**config.mk**
```make
export PLATFORM = sky130hd
export DESIGN_NAME = msc_top
export DESIGN_NICKNAME = d
export VERILOG_FILES = /design/src/hw/msc_pkg.sv /design/src/hw/msc_top.sv /design/src/hw/msc_pin_sync.sv
export VERILOG_INCLUDE_DIRS = /design/src /design/src/hw
export SDC_FILE = /design/constraint.sdc
export NUM_CORES = 1
export LEC_CHECK = 0
export ABC_AREA = 1
export BUFFER_PORTS_ARGS = -buffer_cell sky130_fd_sc_hd__buf_2
export CAP_MARGIN = 20
export CORE_UTILIZATION = 58
export CTS_BUF_LIST = sky130_fd_sc_hd__clkbuf_8
export CTS_CLUSTER_SIZE = 24
export DETAILED_ROUTE_END_ITERATION = 10
export MAX_ROUTING_LAYER = met4
export PLACE_DENSITY = 0.82
export SETUP_SLACK_MARGIN = 0.5
export SYNTH_ARGS = -nofsm -noshare
export SYNTH_HDL_FRONTEND = slang
export SYNTH_HIERARCHICAL = 1
export SYNTH_SLANG_ARGS = --single-unit
```
**constraint.sdc**
```tcl
create_clock -name mclk -period 2 [get_ports mclk]
set_input_delay 0.2 -clock mclk [delete_from_list [all_inputs] [get_ports mclk]]
set_output_delay 0.2 -clock mclk [all_outputs]
set_load 0.05 [all_outputs]
```
**src/hw/msc_consts.svh**
```systemverilog
// constants for the module sideband control block
// assumes a 20 MHz mclk; times are in ns, counts derived from them
`ifndef MSC_CONSTS_SVH
`define MSC_CONSTS_SVH

// clock period of mclk
`define MSC_CLK_NS        50
// 7-bit management bus address, low bit of the address byte is read/write
`define MSC_DEV_ADDR      7'h50
// least low time on the reset pin that counts as a real reset
`define MSC_RST_MIN_NS    10000
`define MSC_RST_MIN_CYC   ((`MSC_RST_MIN_NS + `MSC_CLK_NS - 1) / `MSC_CLK_NS)
// initialization period after reset release or power up (longest time)
`define MSC_INIT_NS       2000000
`define MSC_INIT_CYC      (`MSC_INIT_NS / `MSC_CLK_NS)
// width of the shared cycle counter
`define MSC_CNT_W         16

`endif

```
**src/hw/msc_pkg.sv**
```systemverilog
// types for the module sideband control block
// assumes msc_consts.svh is on the include path
`include "msc_consts.svh"

package msc_pkg;

	// reset sequencing states
	typedef enum logic [1:0] {
		RS_RUN  = 2'b00,
		RS_LOW  = 2'b01,
		RS_HELD = 2'b10,
		RS_INIT = 2'b11
	} msc_rst_st_t;

	// management bus slave states
	typedef enum logic [2:0] {
		BS_IDLE  = 3'b000,
		BS_ADDR  = 3'b001,
		BS_AACK  = 3'b010,
		BS_WDATA = 3'b011,
		BS_WACK  = 3'b100,
		BS_RDATA = 3'b101,
		BS_RACK  = 3'b110
	} msc_bus_st_t;

	// whole state of the top module
	typedef struct packed {
		msc_rst_st_t             rst_st;
		logic [`MSC_CNT_W-1:0]   cnt;
		msc_bus_st_t             bus_st;
		logic [2:0]              bit_cnt;
		logic [7:0]              shreg;
		logic                    rw;
		logic                    sda_drive;
		logic                    scl_prev;
		logic                    sda_prev;
		logic                    not_ready;
		logic                    done_flag;
		logic                    settings_rst;
		logic                    lp_mode;
		logic                    attn_n;
		logic                    wr_valid;
		logic [7:0]              wr_byte;
		logic                    rd_req;
	} msc_state_t;

endpackage : msc_pkg

```
**src/hw/msc_top.sv**
```systemverilog
// sideband control of a pluggable module: bus select, reset, low power,
// presence and the attention output, plus the management bus slave front end
// assumes all pin inputs are asynchronous; byte data to and from the
// memory map logic is on mclk
//
// Notes on behaviour
// - with select low, answer management bus commands
// - with select high, ignore all management bus traffic
// - reset held low past least pulse length resets all user settings
// - initialization period starts at the rising edge of the reset pin
// - at reset end, assert attention with not-ready status cleared
// - after power up, post the same completion attention without a reset
// - low-power request high puts the module in reduced power state
// - presence reads low while inserted
// - drive attention low for a fault or a critical status; the code pulls it low only for fault_in or the completion flag
// - answer at 7-bit address 1010000, low bit selects read or write
`timescale 1ns/100ps
`include "msc_consts.svh"

module msc_top #(
	parameter int INIT_CYC = `MSC_INIT_CYC
) (
	// clock and reset
	input  wire logic       mclk,
	input  wire logic       srst,
	// host control pins
	input  wire logic       bus_select_n,
	input  wire logic       module_rst_in_n,
	input  wire logic       low_power_request,
	// management bus pins; sda enable low while driving low
	input  wire logic       scl_in,
	input  wire logic       sda_in,
	output logic            sda_out,
	output logic            sda_oe_n,
	// status pins toward the host
	output logic            presence_n,
	output logic            attention_out_n,
	output logic            attention_oe_n,
	// toward the module's own logic
	input  wire logic       fault_in,
	input  wire logic       done_ack,
	output logic            data_not_ready,
	output logic            settings_rst,
	output logic            low_power_mode,
	// byte stream toward the memory map
	output logic            wr_valid,
	output logic [7:0]      wr_byte,
	output logic            wr_is_read,
	input  wire logic [7:0] rd_byte,
	output logic            rd_req
);
	import msc_pkg::*;

	localparam logic [`MSC_CNT_W-1:0] RST_MIN_M1 = `MSC_CNT_W'(`MSC_RST_MIN_CYC - 1);
	localparam logic [`MSC_CNT_W-1:0] INIT_M1    = `MSC_CNT_W'(INIT_CYC - 1);

	msc_state_t q;
	msc_state_t d;
	logic [4:0] pins_s;
	logic       sel_n_s;
	logic       rst_n_s;
	logic       lp_s;
	logic       scl_s;
	logic       sda_s;
	logic       scl_rise;
	logic       scl_fall;
	logic       bus_start;
	logic       bus_stop;

	//--------------------------------------------------------------------
	// pin synchronisers
	//--------------------------------------------------------------------
	// idle levels: select high, reset high, low power low, scl and sda high
	msc_pin_sync #(
		.WIDTH   (5),
		.RST_VAL (32'h0000_001B)
	) u_sync (
		.mclk     (mclk),
		.srst     (srst),
		.pin_in   ({bus_select_n, module_rst_in_n, low_power_request, scl_in, sda_in}),
		.pin_sync (pins_s)
	);

	assign sel_n_s = pins_s[4];
	assign rst_n_s = pins_s[3];
	assign lp_s    = pins_s[2];
	assign scl_s   = pins_s[1];
	assign sda_s   = pins_s[0];

	// bus conditions seen on the synchronised lines
	assign scl_rise  = scl_s & ~q.scl_prev;
	assign scl_fall  = ~scl_s & q.scl_prev;
	assign bus_start = scl_s & q.scl_prev & q.sda_prev & ~sda_s;
	assign bus_stop  = scl_s & q.scl_prev & ~q.sda_prev & sda_s;

	//--------------------------------------------------------------------
	// next state
	//--------------------------------------------------------------------
	always_comb begin
		d          = q;
		d.wr_valid = 1'b0;
		d.rd_req   = 1'b0;
		d.scl_prev = scl_s;
		d.sda_prev = sda_s;
		d.lp_mode  = lp_s;

		// reset sequencing
		unique case (q.rst_st)
			RS_RUN: begin
				if (!rst_n_s) begin
					d.rst_st = RS_LOW;
					d.cnt    = '0;
				end
			end
			RS_LOW: begin
				if (rst_n_s) begin
					d.rst_st = RS_RUN;
				end else if (q.cnt == RST_MIN_M1) begin
					d.rst_st       = RS_HELD;
					d.settings_rst = 1'b1;
					d.not_ready    = 1'b1;
				end else begin
					d.cnt = q.cnt + 1'b1;
				end
			end
			RS_HELD: begin
				if (rst_n_s) begin
					d.rst_st = RS_INIT;
					d.cnt    = '0;
				end
			end
			RS_INIT: begin
				// a new low level during init restarts the qualification
				if (!rst_n_s) begin
					d.rst_st = RS_LOW;
					d.cnt    = '0;
				end else if (q.cnt == INIT_M1) begin
					d.rst_st       = RS_RUN;
					d.settings_rst = 1'b0;
					d.not_ready    = 1'b0;
				end else begin
					d.cnt = q.cnt + 1'b1;
				end
			end
		endcase

		// completion flag: the set is applied after the clear so it wins
		if (done_ack) begin
			d.done_flag = 1'b0;
		end
		if (q.rst_st == RS_INIT && rst_n_s && q.cnt == INIT_M1) begin
			d.done_flag = 1'b1;
		end
		d.attn_n = ~(q.done_flag | fault_in);

		// management bus slave
		if (sel_n_s) begin
			// deselected: drop any transfer and leave the line alone
			d.bus_st    = BS_IDLE;
			d.sda_drive = 1'b0;
		end else if (bus_start) begin
			d.bus_st    = BS_ADDR;
			d.bit_cnt   = 3'h0;
			d.sda_drive = 1'b0;
		end else if (bus_stop) begin
			d.bus_st    = BS_IDLE;
			d.sda_drive = 1'b0;
		end else begin
			unique case (q.bus_st)
				BS_IDLE: begin
					d.sda_drive = 1'b0;
				end
				BS_ADDR, BS_WDATA: begin
					if (scl_rise) begin
						d.shreg   = {q.shreg[6:0], sda_s};
						d.bit_cnt = q.bit_cnt + 1'b1;
						if (q.bit_cnt == 3'h7) begin
							d.bus_st = (q.bus_st == BS_ADDR) ? BS_AACK : BS_WACK;
						end
					end
				end
				BS_AACK: begin
					if (scl_fall && !q.sda_drive) begin
						if (q.shreg[7:1] == `MSC_DEV_ADDR) begin
							d.sda_drive = 1'b1;
							d.rw        = q.shreg[0];
						end else begin
							d.bus_st = BS_IDLE; // another device's address
						end
					end else if (scl_fall) begin
						d.bit_cnt = 3'h0;
						if (q.rw) begin
							d.bus_st    = BS_RDATA;
							d.shreg     = rd_byte;
							d.sda_drive = ~rd_byte[7];
							d.rd_req    = 1'b1;
						end else begin
							d.bus_st    = BS_WDATA;
							d.sda_drive = 1'b0;
						end
					end
				end
				BS_WACK: begin
					if (scl_fall && !q.sda_drive) begin
						d.sda_drive = 1'b1;
						d.wr_valid  = 1'b1;
						d.wr_byte   = q.shreg;
					end else if (scl_fall) begin
						d.sda_drive = 1'b0;
						d.bit_cnt   = 3'h0;
						d.bus_st    = BS_WDATA;
					end
				end
				BS_RDATA: begin
					if (scl_fall && q.bit_cnt == 3'h7) begin
						d.sda_drive = 1'b0;
						d.bus_st    = BS_RACK;
					end else if (scl_fall) begin
						d.bit_cnt   = q.bit_cnt + 1'b1;
						d.shreg     = {q.shreg[6:0], 1'b0};
						d.sda_drive = ~q.shreg[6];
					end
				end
				BS_RACK: begin
					// host not-acknowledge ends the read
					if (scl_rise && sda_s) begin
						d.bus_st = BS_IDLE;
					end else if (scl_fall) begin
						d.bus_st    = BS_RDATA;
						d.bit_cnt   = 3'h0;
						d.shreg     = rd_byte;
						d.sda_drive = ~rd_byte[7];
						d.rd_req    = 1'b1;
					end
				end
				default: begin
					d.bus_st    = BS_IDLE;
					d.sda_drive = 1'b0;
				end
			endcase
		end
	end

	//--------------------------------------------------------------------
	// state register
	//--------------------------------------------------------------------
	// power up enters the init period directly, so completion is posted
	always_ff @(posedge mclk) begin
		if (srst) begin
			q              <= '0;
			q.rst_st       <= RS_INIT;
			q.not_ready    <= 1'b1;
			q.settings_rst <= 1'b1;
			q.scl_prev     <= 1'b1;
			q.sda_prev     <= 1'b1;
			q.attn_n       <= 1'b1;
			q.bus_st       <= BS_IDLE;
		end else begin
			q <= d;
		end
	end

	//--------------------------------------------------------------------
	// outputs
	//--------------------------------------------------------------------
	assign sda_out         = 1'b0;
	assign sda_oe_n        = ~q.sda_drive;
	assign presence_n      = 1'b0;
	assign attention_out_n = q.attn_n;
	assign attention_oe_n  = q.attn_n; // open drain: only pulls low
	assign data_not_ready  = q.not_ready;
	assign settings_rst    = q.settings_rst;
	assign low_power_mode  = q.lp_mode;
	assign wr_valid        = q.wr_valid;
	assign wr_byte         = q.wr_byte;
	assign wr_is_read      = q.rw;
	assign rd_req          = q.rd_req;

endmodule : msc_top

```
**src/hw/msc_pin_sync.sv**
```systemverilog
// two flip-flop synchroniser for a group of pin inputs
// assumes inputs are asynchronous to mclk; first stage feeds only the second
`timescale 1ns/100ps

module msc_pin_sync #(
	parameter int          WIDTH    = 1,
	parameter logic [31:0] RST_VAL  = 32'h0000_0000
) (
	// clock and reset
	input  wire logic             mclk,
	input  wire logic             srst,
	// pins in, synchronised levels out
	input  wire logic [WIDTH-1:0] pin_in,
	output logic      [WIDTH-1:0] pin_sync
);

	typedef struct packed {
		logic [WIDTH-1:0] s1;
		logic [WIDTH-1:0] s2;
	} msc_sync_state_t;

	msc_sync_state_t q;
	msc_sync_state_t d;

	// shift the pin through both stages
	always_comb begin
		d    = q;
		d.s1 = pin_in;
		d.s2 = q.s1;
	end

	// reset to the pin's idle level so no false edge appears at release
	always_ff @(posedge mclk) begin
		if (srst) begin
			q.s1 <= RST_VAL[WIDTH-1:0];
			q.s2 <= RST_VAL[WIDTH-1:0];
		end else begin
			q <= d;
		end
	end

	assign pin_sync = q.s2;

endmodule : msc_pin_sync

```
==> qor.yml <==
fin_area_um2: 4130
fin_ws_ns: 0.372
grt_max_degree: 29
drtPass1Iterations: 5
r2r_slack_ns: 0.37
ant_nets: 0
ys_warn_count: 6
h-tree-depth: 3
clock_latency_ns: 0.34
synth_fa_ha_area_share_pct: 1.15
clock_skew_ns: 0.00621
num_rows: 26
placed_area_um2: 3430
initial_utilization_pct: 61.9
synth_top_family_by_area: "simple AND/OR/NAND/NOR gates"
post-synth-top-area-fraction_pct: 36.8
synth_xor_area_share_pct: 0
chipHeight_um: 77.0
reg2reg_depth: 11
hold_viol: 0
clock_path_buffers: 2
ys_types: 30
drive_gt1_share_pct: 32.1
maxSlewViolCount: 0
most-common-layout-cells: "nand2_1 (114), nor2_1 (65), inv_1 (63)"
min_to: "u_sync/d[3]"
vias_per_cell: 5.46
path_max_fanout: 8
crit_chain: "ha_4, nand2_4, inv_4, nand2_4, nor2_4, nand3_2, nand2_2, nor2_4, buf_6, nand2_1, a21oi_1"
port_buffers: 33
drt_wl_total_um: 8670
power.density_nw_per_um2: 649
synthTopCellsByArea: "dfxtp_1 (37%), nand2_1 (15%), nor2_1 (9.9%)"
ys_ff_latch: 60
path_buf_inv: 2
grt_pass1_vias: 3187
slowest_delay_ns: 0.36
diodes: 0
synth_top_cell_by_area: "dfxtp_1"
vias: 3493
maxCapViolations: 0
globalRoute.totalOverflow: 0
pin_count: 36
r2r_end: "q[38]"
syn_area_um2: 3260
fmax_ghz: 0.614
synthCells: 517
postSynthAreaPerCell_um2: 6.31
synthArstFlopShare_pct: 0
cp_slowest_cell: "dfxtp_4"
crit_type: "reg -> reg"
grt_setup_unrepaired: "true"
ir_drop_uv: 622
finalSetupTns_ns: 0
core-area_um2: 5270
end_kind: "flip-flop"
period_needed_ns: 1.63
final_util_pct: 78.4
yosys.area_share.simple_pct: 37.1
holdWs_ns: 0.0320
final_nets: 586
cts_tree: "built"
outcome: "completed"
dieArea_um2: 5930
setup_viol: 0
cts.sinks: 60
crit_path_start_kind: "flip-flop"
root_buffer: "clkbuf_8"
cp.arrival_ns: 1.89
synth-compound-area-share_pct: 12.2
synthMuxAreaShare_pct: 0
clkSlewWorstSetupHoldPaths_ns: 0.06
hold_path_depth: 3
seq_area_frac_synth_pct: 36.8
die_x_um: 77.0
syn_to_final_growth_pct: 26.6
fin_crit_sh_pct: 81.4
ys.flop_type: "dfxtp_1"
crit_family: "simple AND/OR/NAND/NOR gates"
r2r-start: "q[34]"
drcViolationCount: 0
grt_use_total_pct: 29.9
synth_edf_count: 0
hold_path_startpoint: "module_rst_in_n"
wl_per_cell_um: 13.6
cts-buffers-inserted: 9
hp-class: "in -> reg"
preCtsSetupSlack_ns: 0.160
worstPathRequired_ns: 2.26
p_leak_nw: 1.97
antenna_found_initial: 0
routabilityCongestion: 0.975
place_hpwl_um: 5420
drt-initial-drc-count: 238
grt_pass1_wl_um: 13700
final_common_cell: "nand2_1"
-- through the flow --
step	total power, mW	std cells
after global placement	1.59	603
final	2.68	640
after global routing	2.77	640
after CTS	2.63	632
after floorplan	1.53	518
after detailed placement	1.60	603
-- synth_stat cells (2+ instances only) --
cell / instances
a211oi_1: 2
nor2_2: 4
inv_2: 6
nand3_2: 3
and2_1: 5
nand3_1: 34
inv_1: 65
nor3_1: 5
ha_1: 3
nand4_1: 4
nor2_4: 2
o211ai_1: 2
nand2_2: 8
a21oi_1: 26
o21ai_0: 38
dfxtp_1: 60
nand2_1: 133
buf_4: 16
nor2_1: 86
clkbuf_1: 5
-- state kept, by name, summed over array words and instances, names as in the netlist, named ones only --
signal           count
q                   35
wr_byte              8
u_sync/d             5
u_sync/pin_sync      5
attention_oe_n       1
low_power_mode       1
rd_req               1
settings_rst         1
wr_is_read           1
wr_valid             1
-- worst min-delay path: stages --
cell	delay (ns)
buf_2	0.07
inv_1	0.03
nand2_2	0.04
-- layout make-up --
class	count	area, µm²
Fill cell	391	1140
Tap cell	70	87.6
Clock inverter	4	17.5
Inverter	72	282
Multi-Input combinational cell	366	2000
Sequential cell	60	1230
Timing Repair Buffer	57	360
Clock buffer	11	151
-- kinds of logic after synthesis --
family                     after synthesis
AOI/OAI and AO/OA                       74
adders and majority gates                3
buffers and inverters                   94
DFF                                     60
other                                    1
and+or+nand+nor                        285
-- report_power, final --
group,internal (mW),switching [mW],total (mW)
Sequential,1.23,0.0392,1.27
Combinational,0.170,0.270,0.440
Clock,0.497,0.474,0.971
-- worst max-delay path by stage --
| stage | from | endpoint | slack, ns | depth (start not counted) |
|---|---|---|---|---|
| 2_1_floorplan | q[34] | q[35] | 0.50 | 11 |
| 3_3_place_gp | q[32] | wr_byte[0] | 0.20 | 7 |
| 3_5_place_dp | q[33] | q[34] | 0.16 | 11 |
| 4_1_cts | q[27] | q[25] | 0.45 | 8 |
| 5_1_grt | q[34] | q[38] | 0.29 | 11 |
| 6_report | q[34] | q[38] | 0.37 | 11 |
-- routing by layer --
| metal | vias up | wire, µm | global-route usage, % |
|---|---|---|---|
| li1 | 1724 | - | - |
| met1 | 1568 | 3850 | 37.5 |
| met2 | 168 | 3910 | 44.9 |
| met3 | 33 | 623 | 7.38 |
| met4 | 0 | 284 | 14.3 |
| met5 | - | 0 | - |
-- timing repair --
item                                    4_1_cts  5_1_grt
cloned                                        2        1
pin swaps                                    20       30
setup buffers                                12        7
hold buffers                                  0        0
endpoints found under the setup margin       40       40
gates resized for setup                      63       67
(Power assumes the default switching activity.)
